[src/pcg_pkg.sv]
// Register map, field positions, constants and state types of the CRC generator.
package pcg_pkg;

  // ---------------------------------------------------------------------------
  // Register byte offsets
  // ---------------------------------------------------------------------------
  localparam logic [7:0] OFS_CTRL_ONE = 8'h00;
  localparam logic [7:0] OFS_CTRL_TWO = 8'h04;
  localparam logic [7:0] OFS_MASK_LOW = 8'h08;
  localparam logic [7:0] OFS_MASK_HIGH = 8'h0c;
  localparam logic [7:0] OFS_DATA_LOW = 8'h10;
  localparam logic [7:0] OFS_DATA_HIGH = 8'h14;
  localparam logic [7:0] OFS_RES_LOW = 8'h18;
  localparam logic [7:0] OFS_RES_HIGH = 8'h1c;

  // ---------------------------------------------------------------------------
  // Field positions
  // ---------------------------------------------------------------------------
  localparam int EN_BIT = 15;
  localparam int VW_LSB = 8;
  localparam int FULL_BIT = 7;
  localparam int EMPTY_BIT = 6;
  localparam int ISEL_BIT = 5;
  localparam int GO_BIT = 4;
  localparam int DIR_BIT = 3;
  localparam int DW_LSB = 8;
  localparam int PLEN_LSB = 0;
  localparam int FIELD_W = 5;
  localparam int HALF_W = 16;
  localparam int BYTE_W = 8;

  // ---------------------------------------------------------------------------
  // Engine and FIFO constants
  // ---------------------------------------------------------------------------
  localparam int BITS_PER_CYCLE = 2;
  localparam int FIFO_WORDS = 16;
  localparam logic [4:0] DW_WIDE_ABOVE = 5'h0f;
  localparam logic [4:0] DW_MID_FROM = 5'h08;
  localparam logic [4:0] DEPTH_WIDE = 5'h04;
  localparam logic [4:0] DEPTH_MID = 5'h08;
  localparam logic [4:0] DEPTH_NARROW = 5'h10;
  localparam logic [4:0] TOP_BIT = 5'h1f;
  localparam logic [4:0] CNT_ONE = 5'h01;
  localparam logic [5:0] LEFT_ONE = 6'h01;
  localparam logic [3:0] PTR_ONE = 4'h1;
  localparam logic [31:0] CONST_TERM = 32'h00000001;
  localparam logic [31:0] ALL_ONES = 32'hffffffff;

  typedef enum logic {ENG_IDLE, ENG_SHIFT} pcg_eng_e;

  typedef struct packed {
    logic en;
    logic isel;
    logic dir;
    logic go;
    logic [4:0] dw;
    logic [4:0] plen;
    logic [31:0] mask;
    logic [31:0] crc;
    logic [31:0] stage;
    logic [FIFO_WORDS-1:0][31:0] mem;
    logic [3:0] wp;
    logic [3:0] rp;
    logic [4:0] cnt;
    logic [31:0] sh;
    logic [5:0] left;
    pcg_eng_e eng;
    logic [31:0] rdata;
    logic irq;
  } pcg_state_s;

endpackage : pcg_pkg

[src/pcg_crc_top.sv]
// Programmable CRC generator with input FIFO and APB register slave.
//
// Chosen here: the placing of the registers and the APB register port.
`timescale 1ns/1ps

// Contract
// - Polynomial order comes from order field.
// - Set mask bit applies XOR there.
// - Constant term always applied; bit zero ignored.
// - Order 32 implies the top term.
// - Data width is width field plus one.
// - FIFO depth four, eight or sixteen.
// - Byte writes; bits above width ignored.
// - Count increments when width MSb written.
// - Shift only with start set, data present.
// - Word moves to buffer, count decrements.
// - Two bits shifted per cycle.
// - Full at depth, empty at zero.
// - Disable empties FIFO, count held zero.
// - MSb first, or LSb first when selected.
// - Direction never reflects the result.
// - Select zero: interrupt on count one-to-zero.
// - Select one: interrupt on hardware completion.
// - Software clearing start raises no interrupt.
// - Empty interrupt precedes final bits shifting.
// - Order field holds length minus one.
// - Data pair fills FIFO, reads zero.
// - Result pair loads and reads shifter.
// - Start bit clears itself on completion.
module pcg_crc_top (
  input wire logic CLK_IN,
  input wire logic RST_IN,
  input wire logic PSEL_IN,
  input wire logic PENABLE_IN,
  input wire logic PWRITE_IN,
  input wire logic [7:0] PADDR_IN,
  input wire logic [31:0] PWDATA_IN,
  input wire logic [3:0] PSTRB_IN,
  output logic [31:0] PRDATA_OUT,
  output logic PREADY_OUT,
  output logic PSLVERR_OUT,
  output logic IRQ_OUT
);

  // ---------------------------------------------------------------------------
  // Helper functions
  // ---------------------------------------------------------------------------
  function automatic logic [4:0] fifo_depth(input logic [4:0] dw);
    logic [4:0] d;
    if (dw > pcg_pkg::DW_WIDE_ABOVE) begin
      d = pcg_pkg::DEPTH_WIDE;
    end else if (dw >= pcg_pkg::DW_MID_FROM) begin
      d = pcg_pkg::DEPTH_MID;
    end else begin
      d = pcg_pkg::DEPTH_NARROW;
    end
    return d;
  endfunction : fifo_depth

  function automatic logic [15:0] merge_half(input logic [15:0] old,
                                             input logic [15:0] wd,
                                             input logic [1:0] be);
    logic [15:0] r;
    r = old;
    for (int b = 0; b < 2; b++) begin
      if (be[b]) begin
        r[b*pcg_pkg::BYTE_W +: pcg_pkg::BYTE_W] = wd[b*pcg_pkg::BYTE_W +: pcg_pkg::BYTE_W];
      end
    end
    return r;
  endfunction : merge_half

  // One bit through a plain, unreflected shifter of order plen + 1.
  function automatic logic [31:0] crc_step(input logic [31:0] c,
                                           input logic [31:0] m,
                                           input logic [4:0] pl,
                                           input logic d);
    logic [31:0] lm;
    logic fb;
    logic [31:0] nc;
    lm = pcg_pkg::ALL_ONES >> (pcg_pkg::TOP_BIT - pl);
    fb = d ^ c[pl];
    nc = (c << 1) & lm;
    if (fb) begin
      nc = nc ^ ((m | pcg_pkg::CONST_TERM) & lm);
    end
    return nc;
  endfunction : crc_step

  function automatic logic next_bit(input logic [31:0] sh,
                                    input logic [4:0] dw,
                                    input logic dir);
    return dir ? sh[0] : sh[dw];
  endfunction : next_bit

  function automatic logic [31:0] shift_buf(input logic [31:0] sh, input logic dir);
    return dir ? (sh >> 1) : (sh << 1);
  endfunction : shift_buf

  // ---------------------------------------------------------------------------
  // State and bus decode
  // ---------------------------------------------------------------------------
  pcg_pkg::pcg_state_s state_reg;
  pcg_pkg::pcg_state_s state_next;
  logic acc_wr;
  logic rd_setup;
  logic mapped;
  logic [4:0] depth;
  logic full;
  logic hit_data;
  logic push;
  logic pop;
  logic wr_ctrl_one;
  logic [31:0] rd_word;

  assign acc_wr = PSEL_IN && PENABLE_IN && PWRITE_IN;
  assign rd_setup = PSEL_IN && !PENABLE_IN && !PWRITE_IN;
  assign wr_ctrl_one = acc_wr && (PADDR_IN == pcg_pkg::OFS_CTRL_ONE);
  assign mapped = (PADDR_IN == pcg_pkg::OFS_CTRL_ONE) || (PADDR_IN == pcg_pkg::OFS_CTRL_TWO) ||
                  (PADDR_IN == pcg_pkg::OFS_MASK_LOW) || (PADDR_IN == pcg_pkg::OFS_MASK_HIGH) ||
                  (PADDR_IN == pcg_pkg::OFS_DATA_LOW) || (PADDR_IN == pcg_pkg::OFS_DATA_HIGH) ||
                  (PADDR_IN == pcg_pkg::OFS_RES_LOW) || (PADDR_IN == pcg_pkg::OFS_RES_HIGH);
  assign depth = fifo_depth(state_reg.dw);
  assign full = state_reg.cnt >= depth;
  // The word is counted when the byte lane holding its top bit is written.
  assign hit_data = acc_wr && PSTRB_IN[state_reg.dw[3]] &&
                    (state_reg.dw[4] ? (PADDR_IN == pcg_pkg::OFS_DATA_HIGH)
                                     : (PADDR_IN == pcg_pkg::OFS_DATA_LOW));
  assign push = hit_data && !full && state_reg.en;

  // ---------------------------------------------------------------------------
  // Read mux
  // ---------------------------------------------------------------------------
  always_comb begin
    rd_word = '0;
    unique case (PADDR_IN)
      pcg_pkg::OFS_CTRL_ONE: begin
        rd_word[pcg_pkg::EN_BIT] = state_reg.en;
        rd_word[pcg_pkg::VW_LSB +: pcg_pkg::FIELD_W] = state_reg.cnt;
        rd_word[pcg_pkg::FULL_BIT] = full;
        rd_word[pcg_pkg::EMPTY_BIT] = (state_reg.cnt == '0);
        rd_word[pcg_pkg::ISEL_BIT] = state_reg.isel;
        rd_word[pcg_pkg::GO_BIT] = state_reg.go;
        rd_word[pcg_pkg::DIR_BIT] = state_reg.dir;
      end
      pcg_pkg::OFS_CTRL_TWO: begin
        rd_word[pcg_pkg::DW_LSB +: pcg_pkg::FIELD_W] = state_reg.dw;
        rd_word[pcg_pkg::PLEN_LSB +: pcg_pkg::FIELD_W] = state_reg.plen;
      end
      pcg_pkg::OFS_MASK_LOW: begin
        rd_word[pcg_pkg::HALF_W-1:0] = state_reg.mask[15:0];
      end
      pcg_pkg::OFS_MASK_HIGH: begin
        rd_word[pcg_pkg::HALF_W-1:0] = state_reg.mask[31:16];
      end
      pcg_pkg::OFS_RES_LOW: begin
        rd_word[pcg_pkg::HALF_W-1:0] = state_reg.crc[15:0];
      end
      pcg_pkg::OFS_RES_HIGH: begin
        rd_word[pcg_pkg::HALF_W-1:0] = state_reg.crc[31:16];
      end
      default: begin
        rd_word = '0;
      end
    endcase
  end

  // ---------------------------------------------------------------------------
  // Next state
  // ---------------------------------------------------------------------------
  always_comb begin
    state_next = state_reg;
    state_next.irq = 1'b0;
    pop = 1'b0;

    // Shift engine. Clearing the start bit halts it mid-word so that a later
    // start resumes where it stopped.
    unique case (state_reg.eng)
      pcg_pkg::ENG_IDLE: begin
        if (state_reg.go && (state_reg.cnt != '0)) begin
          pop = 1'b1;
          state_next.eng = pcg_pkg::ENG_SHIFT;
        end
      end
      pcg_pkg::ENG_SHIFT: begin
        if (state_reg.go) begin
          for (int i = 0; i < pcg_pkg::BITS_PER_CYCLE; i++) begin
            if (state_next.left != '0) begin
              state_next.crc = crc_step(state_next.crc, state_reg.mask, state_reg.plen,
                                        next_bit(state_next.sh, state_reg.dw, state_reg.dir));
              state_next.sh = shift_buf(state_next.sh, state_reg.dir);
              state_next.left = state_next.left - pcg_pkg::LEFT_ONE;
            end
          end
          if (state_next.left == '0) begin
            if (state_reg.cnt != '0) begin
              pop = 1'b1;
            end else begin
              state_next.eng = pcg_pkg::ENG_IDLE;
              state_next.go = 1'b0;
              state_next.irq = state_reg.isel;
            end
          end
        end
      end
    endcase

    // Reloading on the last shift cycle keeps a word to width / 2 cycles, rounded up for odd widths.
    if (pop) begin
      state_next.sh = state_reg.mem[state_reg.rp];
      state_next.rp = state_reg.rp + pcg_pkg::PTR_ONE;
      state_next.left = {1'b0, state_reg.dw} + pcg_pkg::LEFT_ONE;
      // The last word still shifts for its own width after this pulse.
      if (!state_reg.isel && !push && (state_reg.cnt == pcg_pkg::CNT_ONE)) begin
        state_next.irq = 1'b1;
      end
    end
    if (push && !pop) begin
      state_next.cnt = state_reg.cnt + pcg_pkg::CNT_ONE;
    end else if (pop && !push) begin
      state_next.cnt = state_reg.cnt - pcg_pkg::CNT_ONE;
    end

    // Register writes come after the engine so that a write wins the cycle.
    if (acc_wr) begin
      unique case (PADDR_IN)
        pcg_pkg::OFS_CTRL_ONE: begin
          if (PSTRB_IN[1]) begin
            state_next.en = PWDATA_IN[pcg_pkg::EN_BIT];
          end
          if (PSTRB_IN[0]) begin
            state_next.isel = PWDATA_IN[pcg_pkg::ISEL_BIT];
            state_next.go = PWDATA_IN[pcg_pkg::GO_BIT];
            state_next.dir = PWDATA_IN[pcg_pkg::DIR_BIT];
          end
        end
        pcg_pkg::OFS_CTRL_TWO: begin
          if (PSTRB_IN[1]) begin
            state_next.dw = PWDATA_IN[pcg_pkg::DW_LSB +: pcg_pkg::FIELD_W];
          end
          if (PSTRB_IN[0]) begin
            state_next.plen = PWDATA_IN[pcg_pkg::PLEN_LSB +: pcg_pkg::FIELD_W];
          end
        end
        pcg_pkg::OFS_MASK_LOW: begin
          state_next.mask[15:0] = merge_half(state_reg.mask[15:0], PWDATA_IN[15:0],
                                             PSTRB_IN[1:0]);
          state_next.mask[0] = 1'b0;
        end
        pcg_pkg::OFS_MASK_HIGH: begin
          state_next.mask[31:16] = merge_half(state_reg.mask[31:16], PWDATA_IN[15:0],
                                              PSTRB_IN[1:0]);
        end
        pcg_pkg::OFS_DATA_LOW: begin
          if (!full) begin
            state_next.stage[15:0] = merge_half(state_reg.stage[15:0], PWDATA_IN[15:0],
                                                PSTRB_IN[1:0]);
          end
        end
        pcg_pkg::OFS_DATA_HIGH: begin
          if (!full) begin
            state_next.stage[31:16] = merge_half(state_reg.stage[31:16], PWDATA_IN[15:0],
                                                 PSTRB_IN[1:0]);
          end
        end
        pcg_pkg::OFS_RES_LOW: begin
          state_next.crc[15:0] = merge_half(state_next.crc[15:0], PWDATA_IN[15:0],
                                            PSTRB_IN[1:0]);
        end
        pcg_pkg::OFS_RES_HIGH: begin
          state_next.crc[31:16] = merge_half(state_next.crc[31:16], PWDATA_IN[15:0],
                                             PSTRB_IN[1:0]);
        end
        default: begin
          state_next.irq = state_next.irq;
        end
      endcase
    end

    // Bits above the data width stay in the word but never reach the engine.
    if (push) begin
      state_next.mem[state_reg.wp] = state_next.stage;
      state_next.wp = state_reg.wp + pcg_pkg::PTR_ONE;
    end

    // A disabled block holds its pointers, counter, engine and shifter cleared.
    if (!state_next.en) begin
      state_next.cnt = '0;
      state_next.wp = '0;
      state_next.rp = '0;
      state_next.go = 1'b0;
      state_next.eng = pcg_pkg::ENG_IDLE;
      state_next.left = '0;
      state_next.crc = '0;
      state_next.stage = '0;
      state_next.irq = 1'b0;
    end

    if (rd_setup) begin
      state_next.rdata = rd_word;
    end
  end

  // ---------------------------------------------------------------------------
  // State register and outputs
  // ---------------------------------------------------------------------------
  always_ff @(posedge CLK_IN or posedge RST_IN) begin
    if (RST_IN) begin
      state_reg <= '0;
    end else begin
      state_reg <= state_next;
    end
  end

  assign PRDATA_OUT = state_reg.rdata;
  assign PREADY_OUT = 1'b1;
  assign PSLVERR_OUT = PSEL_IN && PENABLE_IN && !mapped;
  assign IRQ_OUT = state_reg.irq;

  // ---------------------------------------------------------------------------
  // Assertions
  // ---------------------------------------------------------------------------
  a_two_bits_cycle:
  assert property (@(posedge CLK_IN) disable iff (RST_IN)
    (state_reg.eng == pcg_pkg::ENG_SHIFT && state_reg.go && state_reg.en &&
     state_reg.left > 6'h02 && state_next.en && !acc_wr)
    |=> (state_reg.left == $past(state_reg.left) - 6'h02))
    else $error("Engine did not consume two bits in one cycle.");

  a_start_needs_data:
  assert property (@(posedge CLK_IN) disable iff (RST_IN)
    (state_reg.eng == pcg_pkg::ENG_IDLE && (!state_reg.go || state_reg.cnt == '0))
    |=> (state_reg.eng == pcg_pkg::ENG_IDLE))
    else $error("Engine started without start bit or data.");

  a_pop_decrements:
  assert property (@(posedge CLK_IN) disable iff (RST_IN)
    (state_reg.eng == pcg_pkg::ENG_IDLE && state_reg.go && state_reg.cnt != '0 &&
     !push && state_next.en)
    |=> (state_reg.cnt == $past(state_reg.cnt) - 5'h01) &&
        (state_reg.left == {1'b0, $past(state_reg.dw)} + 6'h01))
    else $error("Word transfer did not decrement count or load the buffer.");

  a_disable_clears:
  assert property (@(posedge CLK_IN) disable iff (RST_IN)
    !state_reg.en |-> (state_reg.cnt == '0) && (state_reg.wp == state_reg.rp))
    else $error("Disabled block holds FIFO words.");

  a_full_refuse:
  assert property (@(posedge CLK_IN) disable iff (RST_IN)
    (full && !state_reg.go && acc_wr && state_next.en)
    |=> (state_reg.cnt == $past(state_reg.cnt)) && (state_reg.stage == $past(state_reg.stage)))
    else $error("Write accepted while FIFO full.");

  a_irq_pulse:
  assert property (@(posedge CLK_IN) disable iff (RST_IN)
    IRQ_OUT |=> !IRQ_OUT)
    else $error("Interrupt held longer than one cycle.");

  a_done_irq:
  assert property (@(posedge CLK_IN) disable iff (RST_IN)
    ($fell(state_reg.go) && $past(state_reg.eng == pcg_pkg::ENG_SHIFT) &&
     $past(state_reg.isel) && !$past(wr_ctrl_one))
    |-> IRQ_OUT)
    else $error("Completion without interrupt in completion mode.");

  a_sw_clear_quiet:
  assert property (@(posedge CLK_IN) disable iff (RST_IN)
    (wr_ctrl_one && PSTRB_IN[0] && !PWDATA_IN[pcg_pkg::GO_BIT] && state_reg.isel &&
     state_reg.eng == pcg_pkg::ENG_SHIFT && state_reg.left > 6'h02)
    |=> !IRQ_OUT && !state_reg.go)
    else $error("Software clear of start bit raised an interrupt.");

  a_empty_irq:
  assert property (@(posedge CLK_IN) disable iff (RST_IN)
    (pop && !push && !state_reg.isel && state_reg.cnt == 5'h01 && state_next.en)
    |=> IRQ_OUT && (state_reg.cnt == '0))
    else $error("Count one-to-zero without interrupt in empty mode.");

  a_data_reads_zero:
  assert property (@(posedge CLK_IN) disable iff (RST_IN)
    (rd_setup && (PADDR_IN == pcg_pkg::OFS_DATA_LOW || PADDR_IN == pcg_pkg::OFS_DATA_HIGH))
    |=> (PRDATA_OUT == '0))
    else $error("Data register read returned non-zero.");

endmodule : pcg_crc_top

[config.mk]
export PLATFORM = sky130hd
export DESIGN_NAME = pcg_crc_top
export DESIGN_NICKNAME = d
export VERILOG_FILES = /design/src/pcg_pkg.sv /design/src/pcg_crc_top.sv
export SDC_FILE = /design/constraint.sdc
export NUM_CORES = 2
export LEC_CHECK = 0
export BUFFER_PORTS_ARGS = -buffer_cell sky130_fd_sc_hd__clkbuf_2
export CAP_MARGIN = 15
export CELL_PAD_IN_SITES_DETAIL_PLACEMENT = 2
export CELL_PAD_IN_SITES_GLOBAL_PLACEMENT = 2
export CORE_ASPECT_RATIO = 0.75
export CORE_MARGIN = 2
export CORE_UTILIZATION = 42
export CTS_BUF_LIST = sky130_fd_sc_hd__clkbuf_16
export DETAILED_ROUTE_END_ITERATION = 12
export GPL_TIMING_DRIVEN = 0
export PLACE_DENSITY_LB_ADDON = 0.1
export SYNTH_ARGS = -nofsm -noshare
export SYNTH_HDL_FRONTEND = slang
export SYNTH_SLANG_ARGS = --single-unit
[constraint.sdc]
create_clock -name CLK_IN -period 23.3 [get_ports CLK_IN]
set_input_delay 1.165 -clock CLK_IN [delete_from_list [all_inputs] [get_ports CLK_IN]]
set_output_delay 1.165 -clock CLK_IN [all_outputs]
set_load 0.05 [all_outputs]
==> flow_metrics.tcl <==
set metrics [dict create \
    status "finished clean" \
    drc_errors 0 \
    num_rows 92 \
    cts_sinks 690 \
    wl_um 182000 \
    final_cell_mix "nand2_1, dfrtp_1, o21ai_0" \
    cp_slowest_cell "xnor2_2" \
    grt-ovfl-total 0 \
    ff2ff_path_depth 19 \
    hpwl_um 131300 \
    synth_top_flop_cell "dfrtp_1" \
    firstDrtPassIters 5 \
    layout-area-overhead-vs-synth_pct 12.67 \
    reg2reg_slack_ps 14590 \
    port_buffers 47 \
    worst-path-buf-inv 7 \
    core_sq_um 84380 \
    crit_family "buffers and inverters" \
    pwr_density_cell_nw_per_um2 63.28 \
    cp_num_cells 19 \
    cts_hold_buf 0 \
    synth_seq_cells 690 \
    grt_pass1_wl_um 263200 \
    routed_via_density 6.689 \
    cp_max_fo 10 \
    critPathMaxStageDelay_ps 990 \
    h-tree-depth 3 \
    post_drt_wl_per_cell_um 36.53 \
    r2r-end "state_reg[653]" \
    synth_cell_types 73 \
    cts_root_buf "clkbuf_16" \
    hold_viol 0 \
    clockBufferDepth 3 \
    grt_pass1_vias 35840 \
    postSynthCellCount 3631 \
    postPlaceCellArea_sq_um 37920 \
    async_flop_share 1.000 \
    startpoint_type "flip-flop" \
    max_freq_mhz 114.9 \
    cts_resized 0 \
    grt_max_degree 131 \
    nFillCells 8736 \
    nNetsFinal 3861 \
    drv_cap 0 \
    cts_made_buffers 75 \
    cp-endpoint "state_reg[653]" \
    drtIter0Drc 3897 \
    max-slew-margin-rel 0.1255 \
    cts_tree "built" \
    gp_congestion 1.035 \
    vias 33330 \
    holdWs_ps 482.0 \
    rsz0062_at_grt "no" \
    io_pins 84 \
    cp_cell_sequence "inv_1 > ha_1 > nor3b_1 > and2_1 > clkbuf_1 > buf_2 > buf_1 > clkbuf_1 > clkbuf_1 > a21oi_1 > o31a_1 > nor4b_1 > a32oi_1 > xnor2_2 > buf_6 > nand2_1 > xnor2_1 > nand2_1 > a311oi_1" \
    track_usage 0.4140 \
    drive_gt1_frac 0.1250 \
    cts_setup_buffers 0 \
    post-route-period-util 0.3737 \
    cp_common_cell "clkbuf_1" \
    cts.clk_slew.worst_paths_ps 60 \
    layout_commonest_cell "nand2_1" \
    clock_latency_ps 650 \
    yosysWarnings 0 \
    start_util 0.4261 \
    tns_ps 0 \
    cp.required_ps 23830 \
    worstPathArrival_ps 9240 \
    die_x_um 341.8 \
    avgSynthCellArea_sq_um 9.901 \
    largest_reg_flops 673 \
    antenna_found_initial 13 \
    r2r-start "state_reg[34]" \
    fin_skew_ps 27.06 \
    setup_viol 0 \
    p_leak_nw 16.29 \
    stdcell_area_sq_um 40500 \
    ant_nets 0 \
    path_class "flip-flop to flip-flop" \
    critPathCaptureType "flip-flop" \
    die_h_um 257.4 \
    die_area_sq_um 87980 \
    peakVddDrop_uv 59.02 \
    drv_slew 0 \
    ys_seq_area_frac 0.4803 \
    synth_edf_count 0 \
    layout_min_cycle_time_ps 8707 \
    tightestPinTransition_ps 1312 \
    hold_path.class "flip-flop to flip-flop" \
    crit_start "state_reg[34]" \
    synth_area_sq_um 35950 \
]
==> synth_stat cells, drive strengths merged (5+ instances only) <==
master	instances	area share
nor4	7	0.0014
xor2	29	0.0073
nor3b	8	0.0017
a22oi	13	0.0029
nand2b	9	0.0016
a221oi	15	0.0037
o211ai	13	0.0027
buf	84	0.014
o21ai	607	0.085
inv	27	0.0028
or2	6	0.0010
nor2b	12	0.0021
mux4	182	0.11
nor3	40	0.0056
a311oi	16	0.0039
and3	16	0.0028
a21oi	166	0.023
o22ai	17	0.0030
o31ai	13	0.0027
and2	12	0.0021
a21boi	6	0.0013
nor2	208	0.022
nand3	45	0.0063
nand4	9	0.0016
clkbuf	266	0.028
ha	19	0.0066
a2111oi	34	0.0088
a31oi	16	0.0028
a211oi	12	0.0026
or3	5	0.00087
mux2	56	0.018
a22o	9	0.0022
mux2i	126	0.035
nand2	739	0.077
a211o	5	0.0012
xnor2	45	0.011
dfrtp	690	0.48
==> final cells by class <==
cell class                      instances  area, sq um  area share
Buffer                                350         1518     0.03747
Clock inverter                         53        466.7     0.01152
Timing Repair Buffer                   70        619.3     0.01529
Sequential cell                       690        17270      0.4263
Tap cell                             1128         1411     0.03484
Antenna cell                            6        15.01   0.0003707
Inverter                               28        112.6    0.002780
Clock buffer                           79         1977     0.04881
Multi-Input combinational cell       2578        17120      0.4226
==> how the worst min path moves through the flow <==
stage	from	end	slack (ps)	cells after the start
2_1_floorplan	state_reg[149]	state_reg[149]	440	2
3_3_place_gp	state_reg[228]	state_reg[228]	460	2
3_5_place_dp	state_reg[162]	state_reg[162]	470	2
4_1_cts	state_reg[125]	state_reg[125]	480	2
5_1_grt	state_reg[584]	state_reg[584]	500	2
6_report	state_reg[125]	state_reg[125]	480	2
==> metal layers <==
| layer | vias to the layer above | global-route usage | routed length [um] |
|---|---|---|---|
| met5 | - | 0 | 87 |
| met4 | 14 | 0.1358 | 6178 |
| met3 | 357 | 0.1134 | 17880 |
| met2 | 1735 | 0.6009 | 78340 |
| met1 | 18060 | 0.5977 | 79520 |
| li1 | 13170 | - | - |
==> per-stage QoR <==
| stage | total power (W) | instances | utilization | worst slack [ps] |
|---|---|---|---|---|
| after floorplan | 0.001292 | 3646 | - | 2788 |
| after global placement | 0.001328 | 4821 | 0.4462 | -4071 |
| after detailed placement | 0.001333 | 4835 | 0.4494 | 15260 |
| after CTS | 0.002558 | 4967 | 0.4784 | 15220 |
| after global routing | 0.002609 | 4976 | 0.4799 | 14870 |
| final | 0.002563 | 4982 | 0.4800 | 14590 |
==> worst min-delay path, stage by stage (launching register included) <==
cell and delay [ps]:
dfrtp_1 340, nand2_1 50, o21ai_0 60
==> where the power goes <==
group / internal, W / switching (W)
clock: 0.000693 / 0.000558
sequential: 0.00120 / 0.00000385
combinational: 0.0000227 / 0.0000834
total: 0.00192 / 0.000645
==> kinds of logic (layout without fill, tap and decap cells) <==
kind of cell / count (synthesis) / after routing / share of synthesized area
AOI/OAI and AO/OA: 980 / 980 / 0.1551
and+or+nand+nor: 1124 / 1124 / 0.1276
xor gates and xnor gates: 74 / 74 / 0.01845
other: 2 / 23 / 0.0002089
DFF: 690 / 690 / 0.4803
buffers and inverters: 378 / 580 / 0.04511
adders and majority gates: 19 / 19 / 0.006613
muxes: 364 / 364 / 0.1666
Note: power is estimated with default switching activity, not from simulation.
